**src/rtl/hcfg_pkg.sv**
```systemverilog
// Constants, field layout and helpers for the output 3/4 configuration frames.
// Assumes a 40 MHz system clock and 32-bit serial command words.
package hcfg_pkg;

  // ****************************************************************
  // Frame layout
  // ****************************************************************
  localparam int FRAME_BITS = 32;
  localparam int CNT_W = 6;
  localparam logic [CNT_W-1:0] FRAME_LEN = 6'h20;
  localparam logic [CNT_W-1:0] FRAME_OVER = 6'h21;
  localparam logic [3:0] CMD_OUT3 = 4'h3;
  localparam logic [3:0] CMD_OUT4 = 4'h4;
  localparam int CMD_HI = 31;
  localparam int CMD_LO = 28;
  localparam int RW_BIT = 27;
  localparam int CFG_LO = 1;
  localparam int F3_ILIM = 26;
  localparam int F3_AFW = 25;
  localparam int F3_BOOST = 24;
  localparam int F4_BRIDGE = 26;
  localparam int F4_PH_POL = 25;
  localparam int F4_PH = 24;
  localparam int TDIAG_HI = 23;
  localparam int TDIAG_LO = 22;
  localparam int OCREAD = 21;
  localparam int OCTH_HI = 20;
  localparam int OCTH_LO = 15;
  localparam int TEMP_HI = 14;
  localparam int TEMP_LO = 13;
  localparam int BATT = 12;
  localparam int BLANK_HI = 11;
  localparam int BLANK_LO = 9;
  localparam int REENG = 8;
  localparam int SENSE = 7;
  localparam int OLCUR = 6;
  localparam int GCC_HI = 5;
  localparam int GCC_LO = 4;
  localparam int NP_BIT = 3;
  localparam int SIDE = 2;
  localparam int EN_OUT = 1;
  localparam logic [31:0] RST_OUT3 = 32'h3BC00000;
  localparam logic [31:0] RST_OUT4 = 32'h48C00001;

  // ****************************************************************
  // Gate current codes and diagnostic report codes
  // ****************************************************************
  localparam logic [1:0] GCC_20MA = 2'h1;
  localparam logic [1:0] GCC_5MA = 2'h2;
  localparam logic [1:0] GCC_1MA = 2'h3;
  typedef enum logic [1:0] {DIAG_NO_FAIL, DIAG_NOT_DONE, DIAG_OPEN_LOAD} hcfg_diag_t;

  // ****************************************************************
  // Timing
  // ****************************************************************
  localparam int CLK_PS = 25000;
  localparam int TDIAG0_PS = 25600000;
  localparam int TDIAG1_PS = 61200000;
  localparam int TDIAG2_PS = 105600000;
  localparam int TDIAG3_PS = 150000000;
  // Blanking is a least time, so round up
  localparam int TDIAG0_CYC = (TDIAG0_PS + CLK_PS - 1) / CLK_PS;
  localparam int TDIAG1_CYC = (TDIAG1_PS + CLK_PS - 1) / CLK_PS;
  localparam int TDIAG2_CYC = (TDIAG2_PS + CLK_PS - 1) / CLK_PS;
  localparam int TDIAG3_CYC = (TDIAG3_PS + CLK_PS - 1) / CLK_PS;

  function automatic logic parity_of(input logic [30:0] b);
    parity_of = ~(^b);
  endfunction

  function automatic logic [31:0] frame_word(input logic [3:0] cmd, input logic [26:0] cfg);
    logic [30:0] hi;
    hi = {cmd, cfg};
    frame_word = {hi, parity_of(hi)};
  endfunction

  function automatic logic [1:0] boosted(input logic [1:0] sel, input logic mode);
    if (sel == GCC_1MA) begin
      boosted = mode ? GCC_20MA : GCC_5MA;
    end else if (sel == GCC_5MA) begin
      boosted = GCC_20MA;
    end else begin
      boosted = sel;
    end
  endfunction

endpackage

```
**src/rtl/hcfg_chan_if.sv**
```systemverilog
// Per-channel bundle between the frame block, the channel guard and the diag timer.
// Assumes all three sit on clk_sys.
`timescale 1ns/1ps
interface hcfg_chan_if;
  logic [1:0] gcc_sel;
  logic boost_mode;
  logic reengage_policy;
  logic en_out;
  logic ctrl;
  logic oc_detect;
  logic diag_read;
  logic [1:0] tdiag_code;
  logic gate_on;
  logic [1:0] gcc_eff;
  logic diag_ready;
  modport ctl (output gcc_sel, boost_mode, reengage_policy, en_out, ctrl, oc_detect,
    diag_read, tdiag_code, input gate_on, gcc_eff, diag_ready);
  modport guard (input gcc_sel, boost_mode, reengage_policy, en_out, ctrl, oc_detect,
    diag_read, output gate_on, gcc_eff);
  modport timer (input gate_on, tdiag_code, output diag_ready);
endinterface

```
**src/rtl/hcfg_chan_guard.sv**
```systemverilog
// Channel on/off, overcurrent shutdown with re-engagement, gate current boost.
// Assumes oc_detect and diag_read are one-cycle pulses on clk_sys.
`timescale 1ns/1ps
module hcfg_chan_guard (
  input wire logic clk_sys,
  input wire logic rst_n,
  hcfg_chan_if.guard ch
);
  import hcfg_pkg::*;

  typedef struct packed {
    logic on;
    logic shut;
    logic armed;
    logic boost;
    logic ctrl_prev;
    logic cmd_prev;
    logic [1:0] gate_charge_current;
  } hcfg_guard_t;

  hcfg_guard_t s_q, s_d;
  logic cmd_on;
  logic turnoff;
  logic switch_ev;

  always_comb begin
    s_d = s_q;
    cmd_on = ch.en_out & ch.ctrl;
    // Turn-off by pin or by SPI; an overcurrent cut does not count
    // Judged on the command, so a channel already cut by overcurrent still sees it
    turnoff = s_q.cmd_prev & ~cmd_on;
    switch_ev = ch.ctrl & ~s_q.ctrl_prev;
    s_d.ctrl_prev = ch.ctrl;
    s_d.cmd_prev = cmd_on;
    if (s_q.shut && ch.diag_read) begin
      s_d.armed = 1'b1;
    end
    if (s_q.shut && switch_ev && (!ch.reengage_policy || s_q.armed)) begin
      s_d.shut = 1'b0;
      s_d.armed = 1'b0;
    end
    if (turnoff) begin
      s_d.boost = 1'b0;
    end
    // Set wins over the clear in the same cycle
    if (ch.oc_detect && s_q.on) begin
      s_d.shut = 1'b1;
      s_d.boost = 1'b1;
    end
    s_d.on = cmd_on & ~s_d.shut;
    s_d.gate_charge_current = s_d.boost ? boosted(ch.gcc_sel, ch.boost_mode) : ch.gcc_sel;
  end

  always_ff @(posedge clk_sys or negedge rst_n) begin
    if (!rst_n) begin
      s_q <= '0;
    end else begin
      s_q <= s_d;
    end
  end

  assign ch.gate_on = s_q.on;
  assign ch.gcc_eff = s_q.gate_charge_current;
endmodule

```
**src/rtl/hcfg_diag_timer.sv**
```systemverilog
// Off-state diagnostic blanking/filter timer for one channel.
// Assumes the effective code is already chosen by the frame block.
`timescale 1ns/1ps
module hcfg_diag_timer #(
  parameter int CYC_0 = hcfg_pkg::TDIAG0_CYC,
  parameter int CYC_1 = hcfg_pkg::TDIAG1_CYC,
  parameter int CYC_2 = hcfg_pkg::TDIAG2_CYC,
  parameter int CYC_3 = hcfg_pkg::TDIAG3_CYC,
  parameter int TW = 16
) (
  input wire logic clk_sys,
  input wire logic rst_n,
  hcfg_chan_if.timer ch
);
  import hcfg_pkg::*;

  if (CYC_0 < 1 || CYC_1 < 1 || CYC_2 < 1 || CYC_3 < 1 ||
      CYC_3 >= (1 << TW) || CYC_2 >= (1 << TW)) begin : g_bad
    $error("diag timer counts out of range");
  end

  typedef struct packed {
    logic [TW-1:0] cnt;
    logic ready;
  } hcfg_timer_t;

  hcfg_timer_t s_q, s_d;
  logic [TW-1:0] limit;

  function automatic logic [TW-1:0] limit_of(input logic [1:0] code);
    case (code)
      2'h0: limit_of = TW'(CYC_0);
      2'h1: limit_of = TW'(CYC_1);
      2'h2: limit_of = TW'(CYC_2);
      default: limit_of = TW'(CYC_3);
    endcase
  endfunction

  always_comb begin
    s_d = s_q;
    limit = limit_of(ch.tdiag_code);
    if (ch.gate_on) begin
      s_d.cnt = '0;
      s_d.ready = 1'b0;
    end else if (s_q.cnt < limit) begin
      s_d.cnt = s_q.cnt + 1'b1;
      s_d.ready = (s_d.cnt >= limit);
    end else begin
      s_d.ready = 1'b1;
    end
  end

  always_ff @(posedge clk_sys or negedge rst_n) begin
    if (!rst_n) begin
      s_q <= '0;
    end else begin
      s_q <= s_d;
    end
  end

  assign ch.diag_ready = s_q.ready;
endmodule

```
**src/rtl/hcfg_frames.sv**
```systemverilog
// Configuration frames for outputs 3 and 4 with bridge 1 and peak-and-hold 1 settings.
// Assumes SPI pins already synchronous to clk_sys; host samples SDO at SCK rise.
//
// What this block does
// - Response carries command number 0011 or 0100.
// - Bit 27 zero writes, one reads only.
// - Bit 0 odd-count parity, checked and generated.
// - Bridge current limit uses channel 3, shunt only.
// - Freewheel select: passive low or active.
// - Overcurrent raises gate current one or two steps.
// - Boost cleared at next internal turn-off.
// - Off-state diag time by code, bridge overrides unless extended select set.
// - Readback bit picks fixed or actual threshold.
// - Six-bit overcurrent threshold, reset zero.
// - Temperature compensation code, zero disables.
// - Battery compensation on when bit set.
// - Three-bit overcurrent blanking code.
// - Re-engage on switching, optionally after readout.
// - Sense by drain-source or shunt.
// - Open-load regulator current 100 uA or 1 mA.
// - Gate current code selects four drive levels.
// - Low/high side and NMOS/PMOS selection.
// - Bridge 1 enable joins channels 1 to 4.
// - Peak-hold masking reports no-fail or not-done.
// - Peak-and-hold 1 enable for channels 1-4.
// - All fields reset on power-on or reset input.
`timescale 1ns/1ps
module hcfg_frames #(
  parameter int TDIAG_CYC_2 = hcfg_pkg::TDIAG2_CYC,
  parameter int TDIAG_CYC_3 = hcfg_pkg::TDIAG3_CYC
) (
  input wire logic clk_sys,
  input wire logic rst_n,
  input wire logic spi_csn,
  input wire logic spi_sck,
  input wire logic spi_mosi,
  output logic spi_sdo,
  output logic spi_sdo_oe_n,
  output logic frame_fault,
  input wire logic ch3_ctrl,
  input wire logic ch4_ctrl,
  input wire logic ch3_oc_detect,
  input wire logic ch4_oc_detect,
  input wire logic ch3_diag_read,
  input wire logic ch4_diag_read,
  input wire logic ph1_open_load,
  input wire logic bridge1_extended_diag_timer_select,
  input wire logic [1:0] bridge1_tdiag_code,
  output logic [hcfg_pkg::RW_BIT:hcfg_pkg::CFG_LO] ch3_config,
  output logic [hcfg_pkg::RW_BIT:hcfg_pkg::CFG_LO] ch4_config,
  output logic bridge1_current_limit_enable,
  output logic bridge1_freewheel_select,
  output logic bridge1_enable,
  output logic peakhold1_enable,
  output logic [1:0] ph1_diag_code,
  output logic ch3_gate_on,
  output logic ch4_gate_on,
  output logic [1:0] ch3_gate_current,
  output logic [1:0] ch4_gate_current,
  output logic ch3_diag_ready,
  output logic ch4_diag_ready
);
  import hcfg_pkg::*;

  // ****************************************************************
  // State
  // ****************************************************************
  typedef struct packed {
    logic csn_prev;
    logic sck_prev;
    logic [CNT_W-1:0] cnt;
    logic [31:0] shift;
    logic sdo;
    logic sdo_oe_n;
    logic sel4;
    logic fault;
    logic [RW_BIT:CFG_LO] cfg3;
    logic [RW_BIT:CFG_LO] cfg4;
    logic ilim;
    logic afw;
    logic [1:0] ph1;
  } hcfg_state_t;

  hcfg_state_t s_q, s_d;
  logic cs_fall;
  logic cs_rise;
  logic sck_rise;
  logic [31:0] rx;
  logic good;
  logic [31:0] resp;
  logic bridge_timers;

  hcfg_chan_if c3 ();
  hcfg_chan_if c4 ();

  // ****************************************************************
  // Frame engine and register file
  // ****************************************************************
  always_comb begin
    s_d = s_q;
    cs_fall = s_q.csn_prev & ~spi_csn;
    cs_rise = ~s_q.csn_prev & spi_csn;
    sck_rise = ~spi_csn & spi_sck & ~s_q.sck_prev;
    rx = s_q.shift;
    // Answer names the command that was last accepted
    resp = s_q.sel4 ? frame_word(CMD_OUT4, s_q.cfg4) : frame_word(CMD_OUT3, s_q.cfg3);
    good = (s_q.cnt == FRAME_LEN) && (rx[0] == parity_of(rx[31:1])) &&
      (rx[CMD_HI:CMD_LO] == CMD_OUT3 || rx[CMD_HI:CMD_LO] == CMD_OUT4);
    s_d.csn_prev = spi_csn;
    s_d.sck_prev = spi_sck;
    s_d.sdo_oe_n = spi_csn;
    if (cs_fall) begin
      s_d.shift = resp;
      s_d.sdo = resp[31];
      s_d.cnt = '0;
    end else if (sck_rise) begin
      s_d.shift = {s_q.shift[30:0], spi_mosi};
      s_d.sdo = s_q.shift[30];
      // Saturate past a full frame so long frames are refused
      if (s_q.cnt != FRAME_OVER) begin
        s_d.cnt = s_q.cnt + 1'b1;
      end
    end
    if (cs_rise) begin
      s_d.fault = ~good;
      if (good) begin
        s_d.sel4 = (rx[CMD_HI:CMD_LO] == CMD_OUT4);
        if (!rx[RW_BIT]) begin
          // Written frame reads back with its write flag clear
          if (rx[CMD_HI:CMD_LO] == CMD_OUT4) begin
            s_d.cfg4 = rx[RW_BIT:CFG_LO];
          end else begin
            s_d.cfg3 = rx[RW_BIT:CFG_LO];
          end
        end
      end
    end
    // Limiting is only meaningful with shunt sensing
    s_d.ilim = s_d.cfg3[F3_ILIM] & s_d.cfg3[SENSE];
    s_d.afw = s_d.cfg3[F3_AFW];
    if (s_d.cfg4[F4_PH]) begin
      s_d.ph1 = s_d.cfg4[F4_PH_POL] ? DIAG_NOT_DONE : DIAG_NO_FAIL;
    end else begin
      s_d.ph1 = ph1_open_load ? DIAG_OPEN_LOAD : DIAG_NO_FAIL;
    end
  end

  always_ff @(posedge clk_sys or negedge rst_n) begin
    if (!rst_n) begin
      s_q <= '0;
      s_q.csn_prev <= 1'b1;
      s_q.sdo_oe_n <= 1'b1;
      s_q.cfg3 <= RST_OUT3[RW_BIT:CFG_LO];
      s_q.cfg4 <= RST_OUT4[RW_BIT:CFG_LO];
      s_q.afw <= RST_OUT3[F3_AFW];
    end else begin
      s_q <= s_d;
    end
  end

  // ****************************************************************
  // Channel guards and diagnostic timers
  // ****************************************************************
  // Bridge timers take over unless the extended select keeps the own code
  assign bridge_timers = s_q.cfg4[F4_BRIDGE] & ~bridge1_extended_diag_timer_select;

  assign c3.gcc_sel = s_q.cfg3[GCC_HI:GCC_LO];
  assign c3.boost_mode = s_q.cfg3[F3_BOOST];
  assign c3.reengage_policy = s_q.cfg3[REENG];
  assign c3.en_out = s_q.cfg3[EN_OUT];
  assign c3.ctrl = ch3_ctrl;
  assign c3.oc_detect = ch3_oc_detect;
  assign c3.diag_read = ch3_diag_read;
  assign c3.tdiag_code = bridge_timers ? bridge1_tdiag_code : s_q.cfg3[TDIAG_HI:TDIAG_LO];

  // The boost mode bit lives only in the output 3 frame and serves both
  assign c4.gcc_sel = s_q.cfg4[GCC_HI:GCC_LO];
  assign c4.boost_mode = s_q.cfg3[F3_BOOST];
  assign c4.reengage_policy = s_q.cfg4[REENG];
  assign c4.en_out = s_q.cfg4[EN_OUT];
  assign c4.ctrl = ch4_ctrl;
  assign c4.oc_detect = ch4_oc_detect;
  assign c4.diag_read = ch4_diag_read;
  assign c4.tdiag_code = bridge_timers ? bridge1_tdiag_code : s_q.cfg4[TDIAG_HI:TDIAG_LO];

  hcfg_chan_guard u_guard3 (
    .clk_sys(clk_sys),
    .rst_n(rst_n),
    .ch(c3.guard)
  );

  hcfg_chan_guard u_guard4 (
    .clk_sys(clk_sys),
    .rst_n(rst_n),
    .ch(c4.guard)
  );

  hcfg_diag_timer #(
    .CYC_2(TDIAG_CYC_2),
    .CYC_3(TDIAG_CYC_3)
  ) u_timer3 (
    .clk_sys(clk_sys),
    .rst_n(rst_n),
    .ch(c3.timer)
  );

  hcfg_diag_timer #(
    .CYC_2(TDIAG_CYC_2),
    .CYC_3(TDIAG_CYC_3)
  ) u_timer4 (
    .clk_sys(clk_sys),
    .rst_n(rst_n),
    .ch(c4.timer)
  );

  // ****************************************************************
  // Outputs
  // ****************************************************************
  assign spi_sdo = s_q.sdo;
  assign spi_sdo_oe_n = s_q.sdo_oe_n;
  assign frame_fault = s_q.fault;
  // Side, PMOS option, sense, open-load current and thresholds go out raw
  assign ch3_config = s_q.cfg3;
  assign ch4_config = s_q.cfg4;
  assign bridge1_current_limit_enable = s_q.ilim;
  assign bridge1_freewheel_select = s_q.afw;
  assign bridge1_enable = s_q.cfg4[F4_BRIDGE];
  assign peakhold1_enable = s_q.cfg4[F4_PH];
  assign ph1_diag_code = s_q.ph1;
  assign ch3_gate_on = c3.gate_on;
  assign ch4_gate_on = c4.gate_on;
  assign ch3_gate_current = c3.gcc_eff;
  assign ch4_gate_current = c4.gcc_eff;
  assign ch3_diag_ready = c3.diag_ready;
  assign ch4_diag_ready = c4.diag_ready;
endmodule

```
**config.mk**
```make
export PLATFORM = sky130hd
export DESIGN_NAME = hcfg_frames
export DESIGN_NICKNAME = d
export VERILOG_FILES = /design/src/rtl/hcfg_pkg.sv /design/src/rtl/hcfg_chan_if.sv /design/src/rtl/hcfg_chan_guard.sv /design/src/rtl/hcfg_diag_timer.sv /design/src/rtl/hcfg_frames.sv
export SDC_FILE = /design/constraint.sdc
export NUM_CORES = 1
export LEC_CHECK = 0
export BUFFER_PORTS_ARGS = -buffer_cell sky130_fd_sc_hd__buf_2
export CORE_UTILIZATION = 40
export CTS_CLUSTER_DIAMETER = 100
export CTS_CLUSTER_SIZE = 40
export DETAILED_ROUTE_END_ITERATION = 10
export PLACE_DENSITY = 0.68
export SYNTH_ARGS = -nofsm -noshare
export SYNTH_HDL_FRONTEND = slang
export SYNTH_SLANG_ARGS = --single-unit
```
**constraint.sdc**
```tcl
create_clock -name clk_sys -period 4.8 [get_ports clk_sys]
set_input_delay 0 -clock clk_sys [delete_from_list [all_inputs] [get_ports clk_sys]]
set_output_delay 0 -clock clk_sys [all_outputs]
set_load 0.05 [all_outputs]
```
==> reports/qor.yml, run 1 <==
grt_pass1_vias: 6368
rsz0062_at_grt: "no"
finalHoldViolCount: 0
die_x_um: 152.2
yosysWarnings: 0
synthTopCellsByArea: "dfrtp_1, xnor2_1, mux2_2"
yosysMostFrequentCell: "dfrtp_1"
nets: 997
insertedDiodeCount: 0
nFillCells: 2041
clk_path_buf_depth: 2
area_growth_pct: 11.46
fin_ws_ns: 1.108
cts_sinks: 149
syn_inst: 910
antenna_found_initial: 0
grt_pass1_wl_um: 34360
max-cap-violations: 0
critPathMaxFanout: 24
cts_buffers: 17
path_common_cell: "a21oi_1"
synth_top_family_by_area: "simple AND/OR/NAND/NOR gates"
cts-root-buf: "clkbuf_16"
power.density_nw_per_um2: 325.0
drive_gt1_frac: 0.2206
critPathLaunchType: "register"
vias: 6596
worstMarginPinSlew_ns: 1.037
dieArea_um2: 23180
yosysSeqAreaShare: 0.4142
irDropWorstVdd_mv: 0.2123
worstPathRequired_ns: 5.14
muxShareOfSynthArea: 0.08065
skew_ns: 0.01088
status: "finished, violations left"
place_congestion: 0.9148
ys_seq_elements: 149
yosys.area_share.xor_xnor: 0.1067
violations: "DRC"
synth_ff_type: "dfrtp_1"
dr.pass1.iters: 8
setup-violations-final: 0
finalCritPeriodShare: 0.7692
yosysTopAreaCellShare: 0.3880
grtUsageTotal: 0.1867
ioPinCount: 86
path_buf_inv: 2
fin_crit_ns: 3.692
slew_headroom: 0.3086
dpl_worst_slack_ns: 1.144
slew_viol_final: 0
slowest_stage: "or4b_2"
hpwl_um: 14250
drt-total-wl_um: 20870
grt_max_degree: 73
synth_cell_type_count: 51
initial_core_util: 0.4112
synth.avg_cell_area_um2: 9.922
yosys.area_share.simple: 0.1545
drc: 3
critPathArrivalTime_ns: 4.04
io_buffers: 85
syn-num-nets: 968
post_cts_buffers: 0
htree_levels: 4
path_clk_slew_ns: 0.06
wl_per_cell_um: 16.94
core.rowCount: 54
synth-compound-area-share: 0.1060
timing.setup.tns_ns: 0
synth_area_um2: 9029
max_freq_mhz: 270.8
viasPerCell: 5.354
worstSetupPathType: "register to register"
ys_async_sr_fraction: 1.000
cts_tree: "built"
crit_family: "compound AO/OA/AOI/OAI gates"
crit_chain: "and3b_1 > a21oi_1 > inv_1 > ha_1 > inv_1 > ha_1 > a21o_1 > a21oi_1 > o21bai_1 > a221o_1 > or4b_2 > a21oi_1"
synthTopCellsByCount: "dfrtp_1, nand2_1, xnor2_1"
clock_latency_ns: 0.43
leakagePower_nw: 4.625
route.antenna.remaining_nets: 0
worstSetupEndpointType: "register"
synth_fa_ha_area_frac: 0.05959
drt_iter0_markers: 403
crit_path_max_incr_delay_ns: 0.71
synth-edff-count: 0
grt-ovfl-total: 0
synth_top_cell_by_area: "dfrtp_1"
core_area_um2: 21960
die_y_um: 152.2
hp-class: "input port to asynchronous set/reset pin"
[final timing paths]
kind / depth (start not counted) / from / slack (ns) / to
hold / removal: 2 / rst_n / 0.01 / u_timer4.s_q[1]
hold reg to reg: 2 / frame_fault / 0.50 / frame_fault
setup / recovery: 12 / ch4_config[26] / 1.11 / u_timer4.s_q[12]
setup reg to reg: 12 / ch4_config[26] / 1.11 / u_timer4.s_q[12]
min in group clk_sys: 2 / spi_sck / 0.24 / s_q[100]
max in group asynchronous: 3 / rst_n / 3.56 / u_guard3.s_q[6]
[layer usage]
layer	part of all wire	routed length, um	up-vias	global-route usage
li1	-	-	3193	-
met1	0.46	9630	3231	0.2495
met2	0.48	10060	147	0.3072
met3	0.040	834	25	0.03811
met4	0.016	337	0	0.05053
met5	0	0	-	0
[report_power, final]
group	internal [mW]	switching (mW)	leakage (nW)	total, mW
Clock	0.944	0.564	0.323	1.51
Combinational	0.167	0.226	2.43	0.393
Sequential	1.30	0.0700	1.88	1.37
Total	2.41	0.860	4.63	3.27
[cell type report]
cell class	count	area, um^2	share of cell area
Multi-Input combinational cell	639	4596	0.4567
Clock inverter	14	222.7	0.02213
Clock buffer	18	439.2	0.04364
Tap cell	280	350.3	0.03481
Timing Repair Buffer	106	616.8	0.06130
Inverter	26	97.59	0.009698
Sequential cell	149	3741	0.3718
[state kept, by name, summed over array words and instances, names as in the netlist, 2 cells and up]
name / cells
rx: 32
ch3_config: 27
ch4_config: 27
u_timer3.s_q: 16
u_timer4.s_q: 16
s_q: 8
u_guard3.s_q: 5
u_guard4.s_q: 5
ph1_diag_code: 2
u_guard3.ch.gcc_eff: 2
u_guard4.ch.gcc_eff: 2
[cell usage in the layout, fill, tap and decap left out, types with 15 or more instances in the layout]
cell       synthesis  layout
dfrtp_1          140     139
nand2_1           96      96
xnor2_1           86      86
buf_2              1      84
mux2_2            60      60
ha_1              43      43
a21oi_1           42      42
nor2b_1           42      42
nor2_1            37      36
a31oi_1           29      29
a211oi_1          27      27
inv_1             26      26
nand3_1           25      25
xor2_1            24      24
clkbuf_16          0      17
o21ai_0           15      15
[what timing repair did]
| item | 4_1_cts | 5_1_grt |
|---|---|---|
| hold buffers | 11 | 0 |
| hold endpoints to repair | 73 | 0 |
| gates resized for setup | 0 | 0 |
[worst reg2reg max path, stage by stage (launching register included)]
cell and delay [ns]:
dfrtp_1 0.45, and3b_1 0.21, a21oi_1 0.29, inv_1 0.15
ha_1 0.22, inv_1 0.16, ha_1 0.28, a21o_1 0.16
a21oi_1 0.13, o21bai_1 0.07, a221o_1 0.63, or4b_2 0.71
a21oi_1 0.16
[cell families (layout without fill, tap and decap cells)]
| group | Yosys count | after routing |
|---|---|---|
| muxes | 65 | 65 |
| xor gates and xnor gates | 110 | 110 |
| DFF | 149 | 149 |
| adders and majority gates | 43 | 43 |
| AOI/OAI and AO/OA | 149 | 149 |
| and+or+nand+nor | 272 | 272 |
| buffers and inverters | 122 | 164 |
[metrics by stage]
stage | cell area (um^2) | std cells | util | hold WS [ns] | total power [mW]
floorplan | 9029 | 910 | - | -0.2956 | 1.658
global placement | 9291 | 1189 | 0.4231 | -0.09978 | 1.769
detailed placement | 9291 | 1189 | 0.4231 | -0.09736 | 1.780
CTS | 10060 | 1232 | 0.4583 | 0.01789 | 3.301
global route | 10060 | 1232 | 0.4583 | 0.04127 | 3.401
finish | 10060 | 1232 | 0.4583 | 0.01345 | 3.271
Note: power is estimated with default switching activity, not from simulation.
==> run 2: changes to the inputs <==
==> constraint.sdc (replaced) <==
create_clock -name clk_sys -period 3.51 [get_ports clk_sys]
set_input_delay 0 -clock clk_sys [delete_from_list [all_inputs] [get_ports clk_sys]]
set_output_delay 0 -clock clk_sys [all_outputs]
set_load 0.05 [all_outputs]
==> run 2 against run 1 <==
  * Critical path depth is 1 higher
  * Clock skew is 0.0016 ns lower
  * Combinational power is 37% higher
  * Largest cell class unchanged
  * The run still ends with DRC left
  * Critical path type unchanged
  * Highest routed layer unchanged
  * Count of clock-buffer cells in the layout is 1 higher
==> reports/qor.yml, run 2 (synthesized netlist as in run 1, its figures left out) <==
dpl_cell_area_um2: 9371  # +0.86%
cts_sinks: 149  # unchanged
vias: 6599  # +0.045%
die_x_um: 152.2  # unchanged
drive_gt1_frac: 0.2310  # +0.01042
slowest_stage: "a221o_1"
worstSetupPathType: "register to register"
grt_max_degree: 108  # +48%
slew_headroom: 0.3178  # +0.009159
grt_pass1_vias: 6527  # +2.5%
antenna_found_initial: 0  # unchanged
place_congestion: 0.8496  # -7.1%
crit_path_max_incr_delay_ns: 0.49  # -0.22 ns
hp-class: "input port to asynchronous set/reset pin"
path_buf_inv: 3  # +1
final_cells: 1241  # +0.73%
placed_cells: 1198  # +0.76%
dr.pass1.iters: 7  # -1
violations: "DRC"
drt-total-wl_um: 20900  # +0.15%
largest_register_ff_count: 32  # unchanged
cts-root-buf: "clkbuf_16"
htree_levels: 4  # unchanged
path_clk_slew_ns: 0.06  # about the same
nets: 1006  # +0.90%
route.antenna.remaining_nets: 0  # unchanged
max-cap-violations: 0  # unchanged
clk_path_buf_depth: 2  # unchanged
power.density_nw_per_um2: 414.6  # +28%
leakagePower_nw: 4.625  # about the same
skew_ns: 0.009283  # -0.001592 ns
fin_util: 0.4582  # about the same
setup-violations-final: 0  # unchanged
worstPathRequired_ns: 3.83  # -1.31 ns
grt_pass1_wl_um: 34660  # +0.88%
clock_latency_ns: 0.43  # about the same
critPathMaxFanout: 15  # -38%
max_freq_mhz: 303.5  # +12%
irDropWorstVdd_mv: 0.2605  # +23%
timing.setup.tns_ns: 0  # unchanged
worstSetupPathDepth: 13  # +1
viasPerCell: 5.317  # -0.68%
core.rowCount: 54  # unchanged
grtUsageTotal: 0.1881  # +0.001362
core_area_um2: 21960  # unchanged
die_y_um: 152.2  # unchanged
area_growth_pct: 11.43  # about the same
crit_chain: "and3b_1 > a21oi_2 > inv_1 > ha_1 > inv_1 > ha_1 > a21o_1 > a21oi_1 > o21bai_1 > a221o_1 > buf_4 > nor3b_1 > mux2_2"
initial_core_util: 0.4112  # unchanged
worstMarginPinSlew_ns: 1.023  # -0.01374 ns
cts_tree: "built"
finalHoldViolCount: 0  # unchanged
post_cts_buffers: 0  # unchanged
critPathLaunchType: "register"
grt-ovfl-total: 0  # unchanged
insertedDiodeCount: 0  # unchanged
worstSetupEndpointType: "register"
io_buffers: 85  # unchanged
reg2regPathDepth: 13  # +1
critPathArrivalTime_ns: 3.61  # -0.43 ns
status: "finished, violations left"
drc: 3  # unchanged
nFillCells: 2053  # +0.59%
rsz0062_at_grt: "no"
finalCritPeriodShare: 0.9386  # +0.1693
cts_buffers: 17  # unchanged
fin_crit_ns: 3.294  # -0.3979 ns
slew_viol_final: 0  # unchanged
layout_common_cells: "dfrtp_1, nand2_1, xnor2_1"
layout.cell_area.non_filler_um2: 10060  # about the same
hpwl_um: 14440  # +1.4%
ioPinCount: 86  # unchanged
wl_per_cell_um: 16.84  # -0.58%
final_common_cell: "dfrtp_1"
drt_iter0_markers: 304  # -25%
dieArea_um2: 23180  # unchanged
crit_family: "compound AO/OA/AOI/OAI gates"
-- run 2: changes by cell type in the layout (fill, tap and decap cells not counted), sizes merged --
cell | previous run | this run
buf | 95 | 104
clkinvlp | 1 | 3
inv | 29 | 31
clkinv | 5 | 4
bufinv | 5 | 1
clkbuf | 18 | 19
-- run 2: what timing repair did --
| action | CTS | global route |
|---|---|---|
| hold endpoints to repair | 119 | 0 |
| endpoints found under the setup margin | 0 | 22 |
| hold buffers | 11 | 0 |
| gates resized for setup | 0 | 4 |
-- run 2: final timing paths --
kind	endpoint	slack [ns]	startpoint
max in group asynchronous	spi_sdo_oe_n	2.33	rst_n
min	u_timer4.s_q[4]	0.21	rst_n
max	u_timer4.s_q[7]	0.22	ch4_config[26]
max reg2reg	u_timer4.s_q[7]	0.22	ch4_config[26]
min in group clk_sys	s_q[100]	0.23	spi_sck
min reg2reg	frame_fault	0.50	frame_fault
-- run 2: through the flow --
stage	hold WS [ns]	setup WS (ns)	total power, mW
final	0.2105	0.2156	4.171
after global routing	0.2343	0.02389	4.362
after CTS	0.2147	0.07968	4.223
after detailed placement	0.1296	0.1337	2.435
after global placement	0.1246	0.3249	2.424
after floorplan	-0.2956	0.07955	2.267
-- run 2: metal layers --
layer,wire (um),vias to the layer above,part of all wire,GRT usage
met5,0,-,0,0
met4,273,0,0.013,0.05977
met3,998,23,0.048,0.04096
met2,10150,148,0.49,0.3081
met1,9479,3231,0.45,0.2473
li1,-,3197,-,-
-- run 2: power by group --
group          internal, mW  switching, mW  leakage (nW)
clock network          1.00          0.760         0.272
logic                 0.228          0.310          2.48
registers              1.78         0.0914          1.88
total                  3.01           1.16          4.63
-- run 2: layout make-up --
| class | instances | area (um^2) | area share |
|---|---|---|---|
| tap | 280 | 350.3 | 0.03482 |
| inverter | 26 | 97.59 | 0.009700 |
| multi-input combinational | 639 | 4609 | 0.4582 |
| timing repair buffer | 115 | 696.9 | 0.06927 |
| sequential | 149 | 3741 | 0.3718 |
| clock inverter | 13 | 122.6 | 0.01219 |
| clock buffer | 19 | 442.9 | 0.04402 |
